--- config.mk ---
export PLATFORM = sky130hd
export DESIGN_NAME = host_dpram_access_port
export DESIGN_NICKNAME = d
export VERILOG_FILES = /design/src/inc/host_port_pkg.sv /design/src/rtl/pin_sync.sv /design/src/rtl/host_dpram_access_port.sv
export SDC_FILE = /design/constraint.sdc
export NUM_CORES = 1
export LEC_CHECK = 0
export BUFFER_PORTS_ARGS = -buffer_cell sky130_fd_sc_hd__buf_2
export CORE_AREA = 3 3 110 112
export DETAILED_ROUTE_END_ITERATION = 16
export DIE_AREA = 0 0 113 115
export PLACE_DENSITY = 0.69
export SETUP_SLACK_MARGIN = 0.1
export SYNTH_ARGS = -nofsm -noshare
export SYNTH_HDL_FRONTEND = slang
export SYNTH_SLANG_ARGS = --single-unit
export TNS_END_PERCENT = 100
--- constraint.sdc ---
create_clock -name ref_clk -period 4.5 [get_ports ref_clk]
set_input_delay 0.225 -clock ref_clk [delete_from_list [all_inputs] [get_ports ref_clk]]
set_output_delay 0.225 -clock ref_clk [all_outputs]
set_load 0.02 [all_outputs]
--- src/inc/host_port_pkg.sv ---
// constants for the host word port: widths, access timing, ready modes
// assumes a single 100 MHz ref_clk domain inside the device
package host_port_pkg;
  localparam int ADDR_W = 12;
  localparam int DATA_W = 16;
  localparam int CODE_ADDR_W = 12;
  localparam int CLK_PERIOD_PS = 10000;
  // controller cycle and access windows, in picoseconds
  localparam int TC_PS = 25000;
  localparam int WR_MIN_PS = 25000;
  localparam int WR_MAX_PS = 100000;
  localparam int RD_MIN_PS = 37500;
  localparam int RD_MAX_PS = 200000;
  // least times round up, longest round down
  localparam int WR_MIN_CYC = (WR_MIN_PS + CLK_PERIOD_PS - 1) / CLK_PERIOD_PS;
  localparam int WR_MAX_CYC = WR_MAX_PS / CLK_PERIOD_PS;
  localparam int RD_MIN_CYC = (RD_MIN_PS + CLK_PERIOD_PS - 1) / CLK_PERIOD_PS;
  localparam int RD_MAX_CYC = RD_MAX_PS / CLK_PERIOD_PS;
  localparam int CNT_W = 5;
  localparam logic [CNT_W-1:0] WR_WAIT = CNT_W'(WR_MIN_CYC);
  localparam logic [CNT_W-1:0] RD_WAIT = CNT_W'(RD_MIN_CYC);
  // active high drive time of ready before release, per select code
  localparam int HI_SEL_W = 2;
  localparam logic [2:0] HI_CYC_0 = 3'h0;
  localparam logic [2:0] HI_CYC_1 = 3'h1;
  localparam logic [2:0] HI_CYC_2 = 3'h2;
  localparam logic [2:0] HI_CYC_3 = 3'h3;
  localparam logic [DATA_W-1:0] DATA_RST = 16'h0000;
  typedef enum logic [2:0] {
    ST_IDLE = 3'b000,
    ST_WAIT = 3'b001,
    ST_READY = 3'b011,
    ST_DONE = 3'b010,
    ST_HIGH = 3'b110
  } port_state_e;
endpackage

--- src/rtl/pin_sync.sv ---
// two flip-flop synchroniser for a bus of asynchronous pins
// assumes the pins are quasi-static across the sampling edges
`timescale 1ns/1ps
module pin_sync #(
  parameter int W = 1,
  parameter logic [W-1:0] RST_VAL = '0
) (
  input wire logic ref_clk,
  input wire logic sys_rst,
  input wire logic [W-1:0] async_in,
  output logic [W-1:0] sync_out
);
  logic [W-1:0] meta_r;
  always_ff @(posedge ref_clk) begin
    if (sys_rst) begin
      meta_r <= RST_VAL;
      sync_out <= RST_VAL;
    end else begin
      meta_r <= async_in;
      sync_out <= meta_r;
    end
  end
endmodule

--- src/rtl/host_dpram_access_port.sv ---
// asynchronous 16-bit host port onto the shared message RAM and code memory
// assumes the RAM and code memory answer on the cycle after a read strobe
`timescale 1ns/1ps
// What this block does
// - lowest address pin picks even or odd word
// - interrupt/time pin only pulled low, otherwise released
// - interrupt/time pin signals programmed and protocol events
// - ready pulled low, optionally driven high briefly before release
// - clock enable low gives asynchronous ready; host synchronises it
// - clock enable high aligns ready to host bus clock
// - host accesses accepted without relation to the microtick clock
// - shared message RAM reachable for host reads and writes
// - host reaches instruction code memory for load, test, verify
// - 12-bit word address, 16-bit tristate data bus, bit 0 lsb
// - select, strobe, enable inputs and ready, interrupt outputs active low
// - status indicator port shows configured protocol states and events
// - write ready between 1 and 4 controller cycles after strobe
// - read ready between 1.5 and 8 controller cycles after strobe
// - clock-aligned ready lasts exactly one host clock cycle
module host_dpram_access_port
  import host_port_pkg::*;
(
  input wire logic ref_clk,
  input wire logic sys_rst,
  input wire logic chip_select_n,
  input wire logic write_strobe_n,
  input wire logic output_enable_n,
  input wire logic [ADDR_W-1:0] addr,
  input wire logic [DATA_W-1:0] data_in,
  output logic [DATA_W-1:0] data_out,
  output logic data_oe,
  output logic ready_n_out,
  output logic ready_n_oe,
  output logic interrupt_time_n_out,
  output logic interrupt_time_n_oe,
  input wire logic host_bus_clock,
  input wire logic host_clock_enable,
  input wire logic [HI_SEL_W-1:0] ready_high_sel,
  input wire logic code_space_sel,
  output logic ram_wr,
  output logic ram_rd,
  output logic [ADDR_W-1:0] ram_addr,
  output logic [DATA_W-1:0] ram_wdata,
  input wire logic [DATA_W-1:0] ram_rdata,
  output logic code_wr,
  output logic code_rd,
  output logic [CODE_ADDR_W-1:0] code_addr,
  output logic [DATA_W-1:0] code_wdata,
  input wire logic [DATA_W-1:0] code_rdata,
  input wire logic event_pulse,
  input wire logic [2:0] indicator_in,
  output logic [2:0] status_indicator_port
);
  localparam int SYNC_W = 3 + ADDR_W + DATA_W + 2;

  logic [SYNC_W-1:0] pins_s;
  logic cs_n_s, we_n_s, oe_n_s, hclk_s, hclk_d_r;
  logic [ADDR_W-1:0] addr_s;
  logic [DATA_W-1:0] din_s;
  port_state_e state_r, state_nxt;
  logic [CNT_W-1:0] cnt_r;
  logic is_wr_r;
  logic [2:0] hi_cnt_r;
  logic [2:0] hi_len;
  logic irq_r;

  // select, strobe, enable, address and data pins, host clock and clock enable pass two flip-flops
  pin_sync #(.W(SYNC_W), .RST_VAL({3'h7, {(SYNC_W-3){1'b0}}})) u_sync (
    .ref_clk(ref_clk),
    .sys_rst(sys_rst),
    .async_in({chip_select_n, write_strobe_n, output_enable_n, addr, data_in,
               host_bus_clock, host_clock_enable}),
    .sync_out(pins_s)
  );
  logic hce_s;
  assign {cs_n_s, we_n_s, oe_n_s, addr_s, din_s, hclk_s, hce_s} = pins_s;

  wire wr_req = !cs_n_s && !we_n_s;
  wire rd_req = !cs_n_s && !oe_n_s && we_n_s;
  wire access_on = wr_req || rd_req;
  wire hclk_rise = hclk_s && !hclk_d_r;
  // ready goes out at once, or on the next host clock rise
  wire ready_slot = !hce_s || hclk_rise;
  wire min_met = (cnt_r >= (is_wr_r ? WR_WAIT : RD_WAIT));
  // address lsb is the word select; whole address is a word index
  wire to_code = code_space_sel;
  wire start = (state_r == ST_IDLE) && access_on;

  assign hi_len = (ready_high_sel == 2'h0) ? HI_CYC_0 :
                  (ready_high_sel == 2'h1) ? HI_CYC_1 :
                  (ready_high_sel == 2'h2) ? HI_CYC_2 : HI_CYC_3;

  always_comb begin
    state_nxt = state_r;
    unique case (state_r)
      ST_IDLE: begin
        if (access_on) begin
          state_nxt = ST_WAIT;
        end
      end
      ST_WAIT: begin
        if (!access_on) begin
          state_nxt = ST_IDLE;
        end else if (min_met && ready_slot) begin
          state_nxt = ST_READY;
        end
      end
      ST_READY: begin
        // one host clock cycle in aligned mode
        if (!access_on) begin
          state_nxt = (hi_len != 3'h0) ? ST_HIGH : ST_IDLE;
        end else if (hce_s && hclk_rise) begin
          state_nxt = ST_DONE;
        end
      end
      ST_DONE: begin
        if (!access_on) begin
          state_nxt = (hi_len != 3'h0) ? ST_HIGH : ST_IDLE;
        end
      end
      ST_HIGH: begin
        if (hi_cnt_r == 3'h1 || hi_cnt_r == 3'h0) begin
          state_nxt = ST_IDLE;
        end
      end
      default: state_nxt = ST_IDLE;
    endcase
  end

  always_ff @(posedge ref_clk) begin
    if (sys_rst) begin
      state_r <= ST_IDLE;
      cnt_r <= '0;
      is_wr_r <= 1'b0;
      hclk_d_r <= 1'b0;
      hi_cnt_r <= 3'h0;
    end else begin
      state_r <= state_nxt;
      hclk_d_r <= hclk_s;
      cnt_r <= start ? CNT_W'(2) : ((cnt_r != '1) ? cnt_r + CNT_W'(1) : cnt_r);
      if (start) begin
        is_wr_r <= wr_req;
      end
      hi_cnt_r <= (state_nxt == ST_HIGH && state_r != ST_HIGH) ? hi_len :
                  ((hi_cnt_r != 3'h0) ? hi_cnt_r - 3'h1 : 3'h0);
    end
  end

  // memory strobes, one cycle each at access start
  always_ff @(posedge ref_clk) begin
    if (sys_rst) begin
      ram_wr <= 1'b0;
      ram_rd <= 1'b0;
      code_wr <= 1'b0;
      code_rd <= 1'b0;
      ram_addr <= '0;
      code_addr <= '0;
      ram_wdata <= DATA_RST;
      code_wdata <= DATA_RST;
    end else begin
      ram_wr <= start && wr_req && !to_code;
      ram_rd <= start && rd_req && !to_code;
      code_wr <= start && wr_req && to_code;
      code_rd <= start && rd_req && to_code;
      ram_addr <= addr_s;
      code_addr <= addr_s;
      ram_wdata <= din_s;
      code_wdata <= din_s;
    end
  end

  // read data captured the cycle after the read strobe, held for the access
  logic rd_cap_r, rd_code_r;
  always_ff @(posedge ref_clk) begin
    if (sys_rst) begin
      rd_cap_r <= 1'b0;
      rd_code_r <= 1'b0;
      data_out <= DATA_RST;
      data_oe <= 1'b0;
    end else begin
      rd_cap_r <= ram_rd || code_rd;
      rd_code_r <= code_rd;
      if (rd_cap_r) begin
        data_out <= rd_code_r ? code_rdata : ram_rdata;
      end
      data_oe <= rd_req && (state_r != ST_IDLE);
    end
  end

  // ready: low while ready, high for the selected time, else released
  always_ff @(posedge ref_clk) begin
    if (sys_rst) begin
      ready_n_out <= 1'b1;
      ready_n_oe <= 1'b0;
    end else begin
      ready_n_out <= !(state_nxt == ST_READY || state_nxt == ST_DONE);
      ready_n_oe <= (state_nxt == ST_READY) || (state_nxt == ST_HIGH) ||
                    (state_nxt == ST_DONE && !hce_s);
    end
  end

  // interrupt/time: event pulse pulls low for one cycle, never driven high
  always_ff @(posedge ref_clk) begin
    if (sys_rst) begin
      irq_r <= 1'b0;
      status_indicator_port <= 3'h0;
    end else begin
      irq_r <= event_pulse;
      status_indicator_port <= indicator_in;
    end
  end
  assign interrupt_time_n_out = 1'b0;
  assign interrupt_time_n_oe = irq_r;
endmodule

==> metrics <==
status completed; P_sw approximately 0.00058 W; Port Buffers about 160; htree depth 4; Worst EP required around 4.7 ns; Diodes inserted 0; most common cell after layout, fill and taps aside buf_2; clk buf depth 2; Routed WL 8060 um; Compound-Gate Fraction of Synth Area 5.47%; Synth Area in XOR/XNOR less than 1%; Critical Path Source Type register; grt ovf 0; total CTS buffers 17; hold_buf cts 2; fmax about 0.55 GHz; crit path kind register to register; CP max FO 4; Die ar. about 13000 um^2; I/O pins between 150 and 200; maxcap violations 0; Worst-Skew Late Latency roughly 0.40 ns; num rows 39; vias in the first global route 2800; Post-Layout Cell Count 695; cell taking the most area after synthesis dfxtp_1; largest family of logic cells by synthesized area simple AND/OR/NAND/NOR gates; TritonCTS clock tree yes; worst ir drop on vdd between 0.2 and 0.25 mV; Clock Power Share a little under half; post-synth top area share between 60% and 70%; GPL Wtd Cong between 0.7 and 0.8; final setup vio count 0; clk_skew 0.00914 ns; Int Pwr 0.00206 W; initial antenna violation count 0; worst hold path class input port to register; Final Hold Violating Endpoints 0; Worst-path clk slew about 0.060 ns; Buf/Inv on CP 0; sequential share of power between 40 and 50%; Mapped Nets roughly 490; Post-route DRC 0; Via density around 4.3; clock sink count 136; Routed Antenna Nets 0; relative slew slack between 30% and 40%; final core occ between 50% and 60%; Slew @ Worst Pin 0.965 ns; DP HPWL 5710 um; Synth Area in Simple Gates approximately a fifth; PostCTS Resize Cnt 0; Synth cell types 31; CP Cell Sequence ha_1 -> a2111oi_0 -> o21ai_0 -> a211oi_1 -> a311oi_1; die outline width roughly 110 um; Area Overhead vs Synth 27.4%; CP max-delay cell a2111oi_0; max-slew violations 0; mux contribution to synthesized area 4.24%; post-layout minimum cycle time around 1.8 ns; pwr dens between 400 and 500 nW/um^2; CTS Root Buffer Type clkbuf_16; Synth Area per Inst around 11 um^2; adder-cell share of the synthesized area between 1.5 and 2%; global-route wire length before repair 12400 um; drt pass-1 iters 4; sw frac roughly 22%; sequential share of the synthesized area a little over 60%; largest net degree at the start of global routing 72; Die H 115 um; FF+latch count, synth about 140; Routed wire per std cell ~12 um; hold slack a little over 0.02 ns; layout cells sized above 1 35.3%; Post-Syn Area between 4000 and 5000 um^2; CP arrival ~2.1 ns; leading cell types in the layout, fill and taps excluded buf_2 (155), dfxtp_1 (136), nor2b_1 (96); Worst setup EP type register; Post-Synthesis Cells 411; dpl cells about 660; Logic pwr share 5.9%; Post-CTS Setup Repair Bufs 0; Tcrit/Tclk final around two fifths; setup TNS 0 ns; Overall Global Routing Usage 12.0%; RSZ-0062 raised after global routing false; Largest stage delay, worst path approximately 0.41 ns; Static Leak ~2.6 nW; starting density of the core between 30% and 40%; core area approximately 11000 um^2; top cells by area, synth dfxtp_1 (61%), nor2b_1 (13%), buf_4 (4.9%), mux2i_1 (4.2%), a211oi_1 (3.0%); Synth Warn # 0; Iter 0 DRT Violations 76; fin nets ~620; vias around 3000; delay-heaviest family, CP compound AO/OA/AOI/OAI gates
layout make-up:
type / instances / area [um^2]
inverters: 4 / 15.0
fillers: 1015 / 5600
multi-input cells: 223 / 1460
clock buffers: 20 / 457
flip-flops and latches: 136 / 2720
clock inverters: 10 / 75.1
well taps: 143 / 179
repair buffers: 159 / 811
path summary, 6_finish.rpt:
path                            cells past startpoint                          from  slack (ns)                              to
worst max-delay path                                5         cnt_r[2]$_SDFFE_PP0P_        2.67           ready_n_oe$_SDFF_PP0_
worst min-delay path                                2                 chip_select_n        0.02    u_sync.meta_r[32]$_SDFF_PP1_
worst max register to register                      5         cnt_r[2]$_SDFFE_PP0P_        2.67           ready_n_oe$_SDFF_PP0_
worst min register to register                      1  u_sync.meta_r[31]$_SDFF_PP1_        0.41  u_sync.sync_out[31]$_SDFF_PP1_
sequential cells by signal, summed over array words and instances (netlist names), 3 cells and up:
name	cells
u_sync.meta_r	33
u_sync.sync_out	33
code_wdata	16
data_out	16
code_addr	12
cnt_r	5
hi_cnt_r	3
state_r	3
status_indicator_port	3
cell usage after synthesis:
cell,number
a2111oi_0,1
a2111oi_4,1
a211oi_1,18
a21bo_2,1
a21o_1,2
a21oi_1,6
a311oi_1,1
and3_1,1
buf_2,2
buf_4,29
clkbuf_1,17
conb_1,1
dfxtp_1,136
ha_1,6
inv_1,4
mux2i_1,19
nand2_1,7
nand2b_1,5
nand4b_1,1
nand4bb_1,1
nor2_1,34
nor2b_1,96
nor3_1,5
nor3_2,1
nor4_1,1
o21ai_0,2
or2_2,6
or3_1,3
or4_1,1
xnor2_1,1
xor2_1,2
power groups by stage:
stage	registers (W)	logic (W)	clock network (W)
finish	0.00127	0.000157	0.00121
CTS	0.00127	0.000160	0.00125
detailed placement	0.00130	0.000158	0
global route	0.00127	0.000176	0.00130
floorplan	0.00130	0.0000962	0
global placement	0.00129	0.000153	0
logic make-up (layout without fill, tap and decap cells):
logic type,count (synthesis),after routing
flip-flops,136,136
AO/OA/AOI/OAI,32,32
adder cells (fa/ha/maj),6,6
other,1,1
buffers and inverters,52,193
XOR/XNOR,3,3
AND/OR/NAND/NOR,162,162
multiplexers,19,19
metrics by stage:
| step | instance area (um^2) | power [W] | worst slack, ns |
|---|---|---|---|
| 6_report | 5720 | 0.00264 | 2.67 |
| 3_3_place_gp | 5160 | 0.00145 | 2.70 |
| 5_1_grt | 5720 | 0.00275 | 2.51 |
| 3_5_place_dp | 5160 | 0.00145 | 2.64 |
| 2_1_floorplan | 4490 | 0.00140 | 2.90 |
| 4_1_cts | 5720 | 0.00268 | 2.66 |
metal layers:
layer  global-route usage, %  up-vias  wire length (um)  share of wire (%)
met2                    20.2       96              3870                 48
met5                       0        -                 0                  0
met1                    13.1     1344              3410                 42
met3                    4.37       13               616                7.6
met4                    6.81        0               159                2.0
li1                        -     1562                 -                  -
(Power assumes the default switching activity.)
